==> src/logic/cds_pkg.sv <==
// Package for the complement/decrement/skip execution block
package cds_pkg;
  localparam int DATA_W = 8;
  localparam int INSN_W = 14;
  localparam int FADDR_W = 7;
  localparam logic [5:0] OPC_COMPLEMENT = 6'h09;
  localparam logic [5:0] OPC_DECREMENT = 6'h03;
  localparam logic [5:0] OPC_DEC_SKIP = 6'h0b;
  localparam int OPC_HI = 13;
  localparam int OPC_LO = 8;
  localparam int DEST_BIT = 7;
  localparam logic [6:0] TIMER_COUNT_ADDR = 7'h01;
  localparam logic [7:0] ACC_RESET = 8'h00;
  localparam logic [7:0] ONE = 8'h01;

  typedef enum logic [1:0] {PH_DECODE, PH_READ, PH_COMPUTE, PH_WRITE} cds_phase_t;
  typedef enum logic [1:0] {OP_NONE, OP_COMP, OP_DEC, OP_DECSKIP} cds_op_t;

  typedef struct packed {
    logic [6:0] addr;
    logic we;
    logic [7:0] data;
  } cds_fwr_t;

  typedef struct packed {
    cds_phase_t phase;
    cds_op_t op;
    logic dest_file;
    logic [6:0] addr;
    logic is_port;
    logic [7:0] operand;
    logic [7:0] result;
    logic [7:0] acc;
    logic zero;
    logic skip_pend;
    logic nop_cycle;
    cds_fwr_t fwr;
    logic presc_clr;
    logic cycle_done;
    logic [7:0] pin_s1;
    logic [7:0] pin_s2;
  } cds_state_t;
endpackage

==> src/logic/cds_exec.sv <==
// Execution logic for complement, decrement and decrement-with-skip
`timescale 1ns/1ps
`default_nettype none

module cds_exec #(
  parameter int DATA_W = cds_pkg::DATA_W,
  parameter int INSN_W = cds_pkg::INSN_W,
  parameter int FADDR_W = cds_pkg::FADDR_W
) (
  // Clock and reset
  input wire logic clk,
  input wire logic rstn,
  // Instruction, operand and pin inputs
  input wire logic [INSN_W-1:0] insn,
  input wire logic [DATA_W-1:0] file_rdata,
  input wire logic [DATA_W-1:0] pin_levels,
  input wire logic [FADDR_W-1:0] port_addr_a,
  input wire logic [FADDR_W-1:0] port_addr_b,
  input wire logic presc_to_watchdog,
  // Results and cycle status
  output logic [FADDR_W-1:0] file_raddr,
  output logic [DATA_W-1:0] acc,
  output logic zero_flag,
  output logic cycle_done,
  output logic skip_next,
  output logic nop_cycle,
  output logic presc_clear,
  output var cds_pkg::cds_fwr_t file_wr
);

  // State record and its next value
  cds_pkg::cds_state_t s_r;
  cds_pkg::cds_state_t s_nxt;

  // Fields of the incoming instruction word
  logic [5:0] opc_w;
  logic dest_w;
  logic [FADDR_W-1:0] index_w;
  logic port_hit_w;

  // Reset image of the state record
  localparam cds_pkg::cds_state_t S_RESET = '{
    phase: cds_pkg::PH_DECODE,
    op: cds_pkg::OP_NONE,
    acc: cds_pkg::ACC_RESET,
    fwr: '0,
    default: '0
  };

  // The state record is laid out for the package widths only
  if (DATA_W != cds_pkg::DATA_W) begin : g_chk_data_w
    $error("cds_exec: data width differs from the package");
  end
  if (INSN_W != cds_pkg::INSN_W) begin : g_chk_insn_w
    $error("cds_exec: instruction width differs from the package");
  end
  if (FADDR_W != cds_pkg::FADDR_W) begin : g_chk_faddr_w
    $error("cds_exec: register index width differs from the package");
  end
  if (cds_pkg::OPC_HI - cds_pkg::OPC_LO != 5) begin : g_chk_opc
    $error("cds_exec: opcode field must be six bits wide");
  end
  if (cds_pkg::DEST_BIT != FADDR_W) begin : g_chk_dest
    $error("cds_exec: destination bit must sit above the index");
  end
  if (cds_pkg::OPC_COMPLEMENT == cds_pkg::OPC_DECREMENT ||
      cds_pkg::OPC_COMPLEMENT == cds_pkg::OPC_DEC_SKIP ||
      cds_pkg::OPC_DECREMENT == cds_pkg::OPC_DEC_SKIP) begin : g_chk_codes
    $error("cds_exec: opcodes must be distinct");
  end

  function automatic cds_pkg::cds_op_t decode_op(input logic [5:0] opc);
    unique case (opc)
      cds_pkg::OPC_COMPLEMENT: decode_op = cds_pkg::OP_COMP;
      cds_pkg::OPC_DECREMENT: decode_op = cds_pkg::OP_DEC;
      cds_pkg::OPC_DEC_SKIP: decode_op = cds_pkg::OP_DECSKIP;
      default: decode_op = cds_pkg::OP_NONE;
    endcase
  endfunction

  // True when the index names one of the two port registers
  function automatic logic is_port_addr(
    input logic [6:0] idx,
    input logic [6:0] pa,
    input logic [6:0] pb
  );
    is_port_addr = (idx == pa) || (idx == pb);
  endfunction

  // Bitwise complement of an operand
  function automatic logic [7:0] complement_of(input logic [7:0] v);
    complement_of = ~v;
  endfunction

  // Operand minus one, wrapping from zero to all ones
  function automatic logic [7:0] decrement_of(input logic [7:0] v);
    decrement_of = v - cds_pkg::ONE;
  endfunction

  // Zero test shared by the flag and the skip decision
  function automatic logic is_null(input logic [7:0] v);
    is_null = (v == 8'h00);
  endfunction

  // Prescaler clear: timer count written while the timer owns it
  function automatic logic clears_presc(
    input logic [6:0] idx,
    input logic to_watchdog
  );
    clears_presc = (idx == cds_pkg::TIMER_COUNT_ADDR) && !to_watchdog;
  endfunction

  assign opc_w = insn[cds_pkg::OPC_HI:cds_pkg::OPC_LO];
  assign dest_w = insn[cds_pkg::DEST_BIT];
  assign index_w = insn[FADDR_W-1:0];
  assign port_hit_w = is_port_addr(index_w, port_addr_a, port_addr_b);

  always_comb begin
    s_nxt = s_r;
    s_nxt.fwr.we = 1'b0;
    s_nxt.presc_clr = 1'b0;
    s_nxt.cycle_done = 1'b0;
    // Pins pass two flip-flops before the operand mux sees them
    s_nxt.pin_s1 = pin_levels;
    s_nxt.pin_s2 = s_r.pin_s1;
    unique case (s_r.phase)
      cds_pkg::PH_DECODE: begin
        s_nxt.phase = cds_pkg::PH_READ;
        if (s_r.skip_pend) begin
          // Discarded instruction, cycle runs as a no-operation
          s_nxt.op = cds_pkg::OP_NONE;
          s_nxt.nop_cycle = 1'b1;
          s_nxt.skip_pend = 1'b0;
        end else begin
          s_nxt.op = decode_op(opc_w);
          s_nxt.nop_cycle = 1'b0;
        end
        s_nxt.dest_file = dest_w;
        s_nxt.addr = index_w;
        s_nxt.is_port = port_hit_w;
      end
      cds_pkg::PH_READ: begin
        s_nxt.phase = cds_pkg::PH_COMPUTE;
        if (s_r.is_port) begin
          s_nxt.operand = s_r.pin_s2;
        end else begin
          s_nxt.operand = file_rdata;
        end
      end
      cds_pkg::PH_COMPUTE: begin
        s_nxt.phase = cds_pkg::PH_WRITE;
        unique case (s_r.op)
          cds_pkg::OP_COMP: begin
            s_nxt.result = complement_of(s_r.operand);
          end
          cds_pkg::OP_DEC: begin
            s_nxt.result = decrement_of(s_r.operand);
          end
          cds_pkg::OP_DECSKIP: begin
            s_nxt.result = decrement_of(s_r.operand);
          end
          cds_pkg::OP_NONE: begin
            s_nxt.result = s_r.operand;
          end
        endcase
      end
      cds_pkg::PH_WRITE: begin
        s_nxt.phase = cds_pkg::PH_DECODE;
        s_nxt.cycle_done = 1'b1;
        if (s_r.op != cds_pkg::OP_NONE) begin
          if (s_r.dest_file) begin
            s_nxt.fwr.we = 1'b1;
            s_nxt.fwr.addr = s_r.addr;
            s_nxt.fwr.data = s_r.result;
            s_nxt.presc_clr = clears_presc(s_r.addr, presc_to_watchdog);
          end else begin
            s_nxt.acc = s_r.result;
          end
          if (s_r.op == cds_pkg::OP_DECSKIP) begin
            // Flags stay as they are, only the skip is decided
            s_nxt.skip_pend = is_null(s_r.result);
          end else begin
            s_nxt.zero = is_null(s_r.result);
          end
        end
      end
    endcase
  end

  always_ff @(posedge clk or negedge rstn) begin
    if (!rstn) begin
      s_r <= S_RESET;
    end else begin
      s_r <= s_nxt;
    end
  end

  // Registered data outputs
  assign file_raddr = s_r.addr;
  assign acc = s_r.acc;
  assign zero_flag = s_r.zero;
  assign file_wr = s_r.fwr;

  // Registered cycle status and pulses
  assign cycle_done = s_r.cycle_done;
  assign skip_next = s_r.skip_pend;
  assign nop_cycle = s_r.nop_cycle;
  assign presc_clear = s_r.presc_clr;
endmodule

`default_nettype wire

==> config.mk <==
export PLATFORM = sky130hd
export DESIGN_NAME = cds_exec
export DESIGN_NICKNAME = d
export VERILOG_FILES = /design/src/logic/cds_pkg.sv /design/src/logic/cds_exec.sv
export SDC_FILE = /design/constraint.sdc
export NUM_CORES = 1
export LEC_CHECK = 0
export BUFFER_PORTS_ARGS = -buffer_cell sky130_fd_sc_hd__buf_2
export CORE_MARGIN = 10
export CORE_UTILIZATION = 57
export CTS_CLUSTER_SIZE = 12
export DETAILED_ROUTE_END_ITERATION = 6
export PLACE_DENSITY = 0.84
export SETUP_SLACK_MARGIN = 0.05
export SYNTH_ARGS = -nofsm -noshare
export SYNTH_HDL_FRONTEND = slang
export SYNTH_SLANG_ARGS = --single-unit
==> constraint.sdc <==
create_clock -name clk -period 4.28 [get_ports clk]
set_clock_uncertainty 0.2 [all_clocks]
set_input_delay 0.428 -clock clk [delete_from_list [all_inputs] [get_ports clk]]
set_output_delay 0.428 -clock clk [all_outputs]
set_load 0.01 [all_outputs]
==> results of run 1 <==
-- worst max-delay path: stages (launching register included) --
cell     delay, ns
dfrtp_1       0.38
inv_1         0.09
ha_1          0.29
nor2b_2       0.23
and2b_1       0.35
mux2_2        0.38
-- registers in the layout, summed over array words and instances (netlist names) --
register	cells
presc_clear	1
cycle_done	1
s_nxt	8
file_wr	16
skip_next	1
file_raddr	7
acc	8
s_r	30
zero_flag	1
nop_cycle	1
-- power groups by stage --
stage / Combinational (mW) / Sequential (mW) / Clock (mW)
after floorplan: 0.122 / 0.784 / 0
after global placement: 0.156 / 0.792 / 0
after detailed placement: 0.162 / 0.796 / 0
after CTS: 0.170 / 0.782 / 0.537
after global routing: 0.184 / 0.789 / 0.567
final: 0.166 / 0.782 / 0.529
-- worst max-delay path by stage --
| stage | startpoint | end | cells past startpoint |
|---|---|---|---|
| finish | s_r[70] | acc[3] | 5 |
| CTS | s_r[70] | acc[3] | 5 |
| global route | s_r[70] | acc[3] | 5 |
| global placement | s_r[70] | acc[7] | 5 |
| detailed placement | s_r[70] | acc[3] | 5 |
| floorplan | s_r[70] | acc[0] | 6 |
-- area by class of cell --
| cell class | count | area [sq um] |
|---|---|---|
| clock buffer | 10 | 128 |
| clock inverter | 6 | 66.3 |
| fill | 444 | 1950 |
| inverter | 13 | 48.8 |
| multi-input combinational | 161 | 1250 |
| sequential | 74 | 1850 |
| tap | 75 | 93.8 |
| timing repair buffer | 91 | 498 |
-- cells by family (layout without fill, tap and decap cells) --
family / count (synthesis) / in the layout / synth area share [%]
compound gates: 43 / 43 / 7.16
xor+xnor: 16 / 16 / 4.07
fa+ha+maj: 9 / 9 / 3.27
buf+inv: 53 / 120 / 9.75
flops: 74 / 74 / 53.8
mux: 39 / 39 / 13.0
simple gates: 54 / 54 / 8.95
-- through the flow --
step                      std cells  utilization, %  hold slack, ns  instance area [sq um]  setup slack (ns)
final                           430            66.9          0.0360                   3940              2.24
after global routing            430            66.9          0.0847                   3940              2.13
after CTS                       430            66.9          0.0671                   3940              2.24
after detailed placement        406            62.3           0.140                   3670              2.26
after global placement          406            62.3           0.132                   3670              2.35
after floorplan                 288               -         -0.0676                   3440              2.52
-- synth_stat cells, types with 2 or more instances --
library cell  instances
dfrtp_1              74
buf_4                31
mux2_2               25
o21ai_0              17
nor2_1               15
xnor2_1              15
a21oi_1              14
inv_1                13
nand2_1              11
ha_1                  9
mux2i_1               9
mux2_4                5
nand3_1               5
buf_2                 4
o211ai_1              4
clkbuf_1              3
nor4_1                3
a31oi_1               2
buf_6                 2
nand3b_1              2
nand4_1               2
nor3_1                2
nor3_2                2
or2_2                 2
-- timing repair --
| item | 4_1_cts | 5_1_grt |
|---|---|---|
| hold endpoints to repair | 8 | 0 |
| hold buffers | 8 | 0 |
| gates resized for setup | 0 | 0 |
-- routing by layer --
metal | vias to the layer above | part of all wire, % | track usage (%)
met2 | 70 | 49 | 26.3
met5 | - | 0 | 0
li1 | 1074 | - | -
met3 | 15 | 6.9 | 5.83
met4 | 0 | 2.1 | 6.04
met1 | 1101 | 42 | 17.0
==> flow_summary.toml, run 1 <==
[pwr]
p_total_mw = 1.48
pwr-share-comb_pct = 11.2
p_clk_share_pct = 35.8
p_switching_mw = 0.374
p_seq_share_pct = 52.9
swShare_pct = 25.3
power.internal_mw = 1.10
ir_drop_uv = 330
power_density_mw_per_mm2 = 375
power_leakage_nw = 1.93

[setup_path]
worstReg2RegEnd = "acc[3]"
worstPathArrival_ns = 2.07
worst-path-max-fanout = 8
worst-setup-path-type = "flop to flop"
reg2reg_depth = 5
worstPathRequired_ns = 4.30
reg2reg_from = "s_r[70]"
cp-end-kind = "flop"
ff2ff_setup_slack_ns = 2.24
crit_path_start_kind = "flop"

[place]
place_congestion = 0.818
numPortBuffers = 82
hpwlAfterDp_mm = 5.40

[routing]
antenna_left = 0
wire_per_inst_um = 16.9
finalWirelength_mm = 7.26
drt_first_pass_iters = 4
viasPerCell = 5.26
initialDrtViolationCount = 88
via_count = 2260
drc = 0

[clock_network]
clkLatencyLatePin_ns = 0.34
clock_path_buffers = 2
numCtsBuffers = 9
cts_tree = "done"
cts_root_buffer = "clkbuf_8"
cts_setup_buffers = 0
clkTransAtPathRegs_ns = 0.08
clock-sinks = 74
htreeDepth = 3

[run]
maxCapViolations = 0

[global_routing]
antenna_found_initial = 0
grt_pass1_vias = 2512
grt_start_max_net_pins = 47
grt-ovfl-total = 0
grt_usage_pct = 15.4
grt_pass1_wl_mm = 12.1

[synth]
synth_cell_type_count = 41
avgSynthCellArea_sq_um = 11.9
ys_ff_latch = 74
yosys-top-cells-area = "dfrtp_1 (54%), mux2_2 (8.2%), buf_4 (6.8%), xnor2_1 (3.8%), ha_1 (3.3%)"
ys.flop_type = "dfrtp_1"
async_flop_share_pct = 100
netlist_instances = 288
synthesis.nets = 344
synth-seq-area-share_pct = 53.8
syn_area_sq_mm = 0.00344
ys_warn_count = 0
yosysTopAreaCellShare_pct = 53.8
yosys.area.top_type = "dfrtp_1"
synth-edff-count = 0

[timing]
maxSlewHeadroom_pct = 35.8
fin_setup_tns_ns = 0
final_max_slew_viol_count = 0
finalSetupViolations = 0
hold_violations = 0
finalCriticalPeriod_ns = 2.04
rsz0062_at_grt = "no"
period_share_pct = 47.8
tightest_slew_ns = 0.964
timing.fmax_ghz = 0.489

[cells_and_area]
most-common-layout-cells = "buf_2 (82), dfrtp_1 (74), mux2_2 (25)"
area_delta_synth_final_pct = 14.5
final_common_cell = "buf_2"
diodes = 0
final_nets = 406
drive_gt1_share_pct = 38.0

[floorplan]
io_pins = 83
die_y_um = 97.7
placementRows = 28
die-width_um = 97.7
initial_utilization_pct = 58.5
core_area_sq_mm = 0.00589
die-area_sq_mm = 0.00954

[run_status]
status = "finished clean"

[hold_path]
hold_class = "input port to asynchronous set/reset pin"
Power figures use the tool's default switching activity.
==> run 2, diff against run 1 <==
--- a/config.mk
+++ b/config.mk
@@ -7,10 +7,10 @@
 export LEC_CHECK = 0
 export BUFFER_PORTS_ARGS = -buffer_cell sky130_fd_sc_hd__buf_2
 export CORE_MARGIN = 10
-export CORE_UTILIZATION = 57
+export CORE_UTILIZATION = 53
 export CTS_CLUSTER_SIZE = 12
 export DETAILED_ROUTE_END_ITERATION = 6
-export PLACE_DENSITY = 0.84
+export PLACE_DENSITY = 0.79
 export SETUP_SLACK_MARGIN = 0.05
 export SYNTH_ARGS = -nofsm -noshare
 export SYNTH_HDL_FRONTEND = slang
==> constraint.sdc (replaced) <==
create_clock -name clk -period 1.9 [get_ports clk]
set_clock_uncertainty 0.2 [all_clocks]
set_input_delay 0.19 -clock clk [delete_from_list [all_inputs] [get_ports clk]]
set_output_delay 0.19 -clock clk [all_outputs]
set_load 0.01 [all_outputs]
==> run 2 against run 1 <==
  * Combinational power is 150% higher
  * Non-clock buffer count increased by 25
  * Highest routed layer unchanged
  * Global-route usage shrank 0.15 points
  * Critical path type unchanged
==> flow_summary.toml, run 2 (synthesis results as in run 1) <==
[setup_path]
slowest_delay_ns = 0.38
crit_path_start_kind = "flop"
worst-path-max-fanout = 5
worstPathArrival_ns = 1.76
cp_slowest_cell = "dfrtp_1"
worstPathRequired_ns = 1.92
crit_top_cell = "a21oi_1"
cp-end-kind = "flop"
cp_cell_sequence = "buf_4 -> ha_1 -> or2_4 -> a21oi_1 -> a2bb2oi_1 -> a21oi_1"
worst-setup-path-type = "flop to flop"

[cells_and_area]
final_nets = 431
final_common_cell = "buf_2"
drive_gt1_share_pct = 38.2
regArea_sq_mm = 0.00185
diodes = 0
fillers = 506
fin_area_sq_mm = 0.00420
largest_reg_flops = 30
area_delta_synth_final_pct = 22.1
most-common-layout-cells = "buf_2 (82), dfrtp_1 (74), dlygate4sd3_1 (29)"
largest-register = "s_r"
multiInputGateArea_sq_mm = 0.00129

[floorplan]
die_y_um = 101
core_area_sq_mm = 0.00631
initial_utilization_pct = 54.5
die-width_um = 101
die-area_sq_mm = 0.0101
placementRows = 29
io_pins = 83

[timing]
fin_ws_ns = 0.160
period_share_pct = 91.6
final_max_slew_viol_count = 0
rsz0062_at_grt = "no"
finalSetupViolations = 0
finalCriticalPeriod_ns = 1.74
hold_slack_ns = 0.110
fin_setup_tns_ns = 0
timing.fmax_ghz = 0.575
tightest_slew_ns = 0.512
maxSlewHeadroom_pct = 65.9
hold_violations = 0

[clock_network]
htreeDepth = 3
clock_path_buffers = 2
cts_setup_buffers = 0
cts_tree = "done"
clkTransAtPathRegs_ns = 0.07
clock-sinks = 74
numCtsBuffers = 9
cts_root_buffer = "clkbuf_8"
clkLatencyLatePin_ns = 0.35

[pwr]
p_switching_mw = 0.817
power.internal_mw = 2.38
power_leakage_nw = 2.04
pwr-share-comb_pct = 12.9
ir_drop_uv = 560
p_clk_share_pct = 32.0
power_density_mw_per_mm2 = 761
swShare_pct = 25.6
p_seq_share_pct = 55.1

[routing]
via_count = 2340
viasPerCell = 5.12
finalWirelength_mm = 7.25
initialDrtViolationCount = 249
antenna_left = 0
drt_first_pass_iters = 4
wire_per_inst_um = 15.9
drc = 0

[global_routing]
grt_pass1_wl_mm = 12.4
grt-ovfl-total = 0
grt_start_max_net_pins = 75
grt_usage_pct = 15.3
antenna_found_initial = 0
grt_pass1_vias = 2498

[run_status]
status = "finished clean"

[place]
place_congestion = 0.891
hpwlAfterDp_mm = 5.32
place_ws_ns = -0.0466
place_area_sq_mm = 0.00371
numPortBuffers = 82

[run]
maxCapViolations = 0

[hold_path]
hold_class = "input port to flop"
## run 2: worst max-delay path: cells and delay by family (launching register included)
kind	cells	cell delay, ns
compound gates	3	0.38
buf+inv	1	0.14
flops	1	0.38
fa+ha+maj	1	0.24
simple gates	1	0.27
## run 2: worst paths after layout
path                       slack (ns)  startpoint  endpoint  cells after the start
max                              0.16     s_r[70]   s_r[48]                      6
min                              0.11    insn[13]   s_r[71]                      5
max reg2reg                      0.16     s_r[70]   s_r[48]                      6
min reg2reg                      0.15    s_nxt[2]    s_r[2]                      0
max in group asynchronous        1.00        rstn    acc[6]                      3
min in group asynchronous        0.21        rstn   s_r[58]                      3
## run 2: power groups by stage
stage | registers (mW) | logic [mW] | clock network (mW)
3_5_place_dp | 1.79 | 0.369 | 0
3_3_place_gp | 1.78 | 0.357 | 0
6_report | 1.76 | 0.411 | 1.02
5_1_grt | 1.78 | 0.459 | 1.12
4_1_cts | 1.76 | 0.417 | 1.05
2_1_floorplan | 1.77 | 0.275 | 0
## run 2: repair_timing
| action | in CTS | in global routing |
|---|---|---|
| hold buffers | 29 | 0 |
| pin swaps | 0 | 0 |
| hold endpoints to repair | 101 | 0 |
| setup endpoints to repair | 8 | 14 |
| resized for setup | 2 | 10 |
## run 2: cell type report
class | count | share of cell area (%)
sequential | 74 | 44.1
multi-input combinational | 161 | 30.7
timing repair buffer | 116 | 17.9
clock buffer | 11 | 3.13
tap | 77 | 2.29
inverter | 13 | 1.16
clock inverter | 5 | 0.744
## run 2: per-stage QoR
stage	power [mW]	utilization [%]	std cells
floorplan	2.04	-	288
global placement	2.14	58.8	412
detailed placement	2.16	58.8	412
CTS	3.23	66.1	457
global route	3.35	66.5	457
finish	3.20	66.5	457
## run 2: layer usage
metal / routed length, um / GRT usage, % / vias up / share of wire (%)
met2: 3590 / 25.1 / 67 / 50
met5: 0 / 0 / - / 0
met1: 3040 / 18.0 / 1126 / 42
li1: - / - / 1132 / -
met3: 451 / 4.66 / 15 / 6.2
met4: 164 / 6.85 / 0 / 2.3
==> run 3, diff against run 2 <==
--- a/config.mk
+++ b/config.mk
@@ -5,7 +5,9 @@
 export SDC_FILE = /design/constraint.sdc
 export NUM_CORES = 1
 export LEC_CHECK = 0
+export ABC_AREA = 1
 export BUFFER_PORTS_ARGS = -buffer_cell sky130_fd_sc_hd__buf_2
+export CAP_MARGIN = 10
 export CORE_MARGIN = 10
 export CORE_UTILIZATION = 53
 export CTS_CLUSTER_SIZE = 12
==> run 3 against run 2 <==
  * Combinational power increased by 3%
  * Power increased by 3.5%
  * First-iteration DRC count decreased by 49%
  * Flip-flop and latch count unchanged
  * Sequential power about the same
  * Setup slack improved by 0.10 ns
  * Critical path type unchanged
  * Critical endpoint is now presc_clear
==> flow_summary.toml, run 3 <==
[timing]
tightest_slew_ns = 0.420
final_max_slew_viol_count = 0
timing.fmax_ghz = 0.610
hold_violations = 0
finalSetupViolations = 0
finalCriticalPeriod_ns = 1.64
rsz0062_at_grt = "no"
period_share_pct = 86.3
fin_setup_tns_ns = 0
maxSlewHeadroom_pct = 72.0

[synth]
synthesis.nets = 450
synth_commonest_cells = "nand2_1 (88), dfrtp_1 (74), inv_1 (48), o21ai_0 (40), buf_4 (31)"
avgSynthCellArea_sq_um = 8.90
ys_ff_latch = 74
yosysTopAreaCellShare_pct = 52.8
ys_warn_count = 0
synth-seq-area-share_pct = 52.8
yosys.area.top_type = "dfrtp_1"
yosys-top-cells-area = "dfrtp_1 (53%), nand2_1 (9.4%), buf_4 (6.6%), o21ai_0 (5.7%), inv_1 (5.1%)"
async_flop_share_pct = 100
syn_area_sq_mm = 0.00351
synth_cell_type_count = 29
ys.flop_type = "dfrtp_1"
synth-edff-count = 0
netlist_instances = 394
yosysMostFrequentCell = "nand2_1"

[routing]
via_count = 2744
top_layer_used = "met4"
finalWirelength_mm = 7.51
viasPerCell = 4.87
antenna_left = 0
drc = 0
initialDrtViolationCount = 128
wire_per_inst_um = 13.3
route.met2.wl_mm = 3.65
wl_met3_um = 562
wl_met1_mm = 3.21
drt_first_pass_iters = 4

[place]
place_congestion = 0.963
numPortBuffers = 82
hpwlAfterDp_mm = 5.59

[pwr]
power_leakage_nw = 2.25
swShare_pct = 25.2
power_density_mw_per_mm2 = 775
p_total_mw = 3.31
p_seq_share_pct = 52.6
p_switching_mw = 0.833
power.internal_mw = 2.48
pwr-share-comb_pct = 12.8
p_clk_share_pct = 34.6
ir_drop_uv = 531

[setup_path]
cp_slowest_cell = "dfrtp_1"
slowest_delay_ns = 0.40
cp_cell_sequence = "inv_1 -> ha_1 -> inv_2 -> nand2_4 -> nor2_4 -> inv_4 -> nor2_4 -> and3_1"
cp-end-kind = "flop"
worstPathRequired_ns = 1.94
crit_top_cell = "nor2_4"
reg2reg_depth = 8
worst-setup-path-type = "flop to flop"
crit_path_start_kind = "flop"
worst-path-max-fanout = 29
worstPathArrival_ns = 1.68

[clock_network]
cts_setup_buffers = 0
clkTransAtPathRegs_ns = 0.08
cts_tree = "done"
clkLatencyLatePin_ns = 0.34
htreeDepth = 3
numCtsBuffers = 9
cts_root_buffer = "clkbuf_8"
clock-sinks = 74
clock_path_buffers = 2

[floorplan]
io_pins = 83
placementRows = 29
initial_utilization_pct = 54.9
die-width_um = 101
core_area_sq_mm = 0.00639
die-area_sq_mm = 0.0103
die_y_um = 101

[global_routing]
antenna_found_initial = 0
grt_pass1_vias = 2806
grt_start_max_net_pins = 75
grt-ovfl-total = 0
grt_pass1_wl_mm = 12.4
grt_usage_pct = 14.9

[cells_and_area]
most-common-layout-cells = "nand2_1 (88), buf_2 (82), dfrtp_1 (74)"
fillers = 494
final_common_cell = "nand2_1"
largest_reg_flops = 30
area_delta_synth_final_pct = 21.8
drive_gt1_share_pct = 23.8
diodes = 0
largest-register = "s_r"
final_nets = 539

[run_status]
status = "finished clean"

[run]
maxCapViolations = 0

[hold_path]
hold_class = "input port to flop"
hold_path_depth = 4
[run 3: cell count changes after synthesis, moves of 7 or more]
cell     previous run  this run
xnor2_1            15         4
nand2_1            11        88
nor2_1             15        28
nand3_1             5        12
mux2i_1             9         0
o22ai_1             1        11
o21ai_0            17        40
mux2_2             25         0
inv_1              13        48
a21oi_1            14         7
[run 3: critical path, delay by kind of cell, from the launching register on]
family / cells / cell delay, ns
AND/OR/NAND/NOR: 4 / 0.31
flip-flops: 1 / 0.40
adder cells (fa/ha/maj): 1 / 0.19
buffers and inverters: 3 / 0.42
[run 3: worst paths after layout]
check | startpoint | end | slack (ns)
setup / recovery | s_r[70] | presc_clear | 0.26
hold / removal | insn[12] | s_r[70] | 0.006
setup reg to reg | s_r[70] | presc_clear | 0.26
hold reg to reg | s_nxt[1] | s_r[1] | 0.15
max in group asynchronous | rstn | s_r[47] | 1.01
min in group asynchronous | rstn | s_r[61] | 0.21
[run 3: cell type report]
cell class	instances	area [sq um]	share of cell area (%)
multi-input cells	229	1170	27.5
well taps	77	96.3	2.26
flip-flops and latches	74	1850	43.4
clock inverters	5	56.3	1.32
clock buffers	10	128	2.99
repair buffers	119	776	18.2
inverters	50	190	4.45
[run 3: logic make-up (layout without fill, tap and decap cells)]
kind of cell             Yosys count  in the layout  synth area share [%]
buffers and inverters             91            184                  14.0
flip-flops                        74             74                  52.8
adder cells (fa/ha/maj)            9              9                  3.21
XOR/XNOR                           6              6                  1.50
AND/OR/NAND/NOR                  140            140                  16.7
AO/OA/AOI/OAI                     74             74                  11.8
[run 3: metal layers]
| metal | global-route usage [%] | vias up |
|---|---|---|
| met5 | 0 | - |
| met4 | 4.72 | 0 |
| met3 | 5.65 | 8 |
| met2 | 24.5 | 72 |
| met1 | 17.6 | 1267 |
| li1 | - | 1397 |
[run 3: power groups by stage]
stage / clock [mW] / sequential, mW / combinational [mW]
finish: 1.14 / 1.74 / 0.425
global route: 1.24 / 1.76 / 0.485
CTS: 1.17 / 1.74 / 0.432
detailed placement: 0 / 1.77 / 0.384
global placement: 0 / 1.77 / 0.372
floorplan: 0 / 1.76 / 0.282
[run 3: through the flow]
stage	cells	area (sq um)	util (%)	hold slack [ns]	setup slack [ns]
floorplan	394	3510	-	-0.306	0.260
global placement	519	3780	59.1	0.0415	0.193
detailed placement	519	3780	59.1	0.0476	0.135
CTS	564	4260	66.7	0.00449	0.0853
global route	564	4270	66.9	0.0233	0.111
finish	564	4270	66.9	0.00625	0.260
[run 3: timing repair]
item                                    4_1_cts  5_1_grt
resized for setup                             0        5
endpoints found under the setup margin        0       18
hold endpoints to repair                    101        0
hold buffers                                 30        0
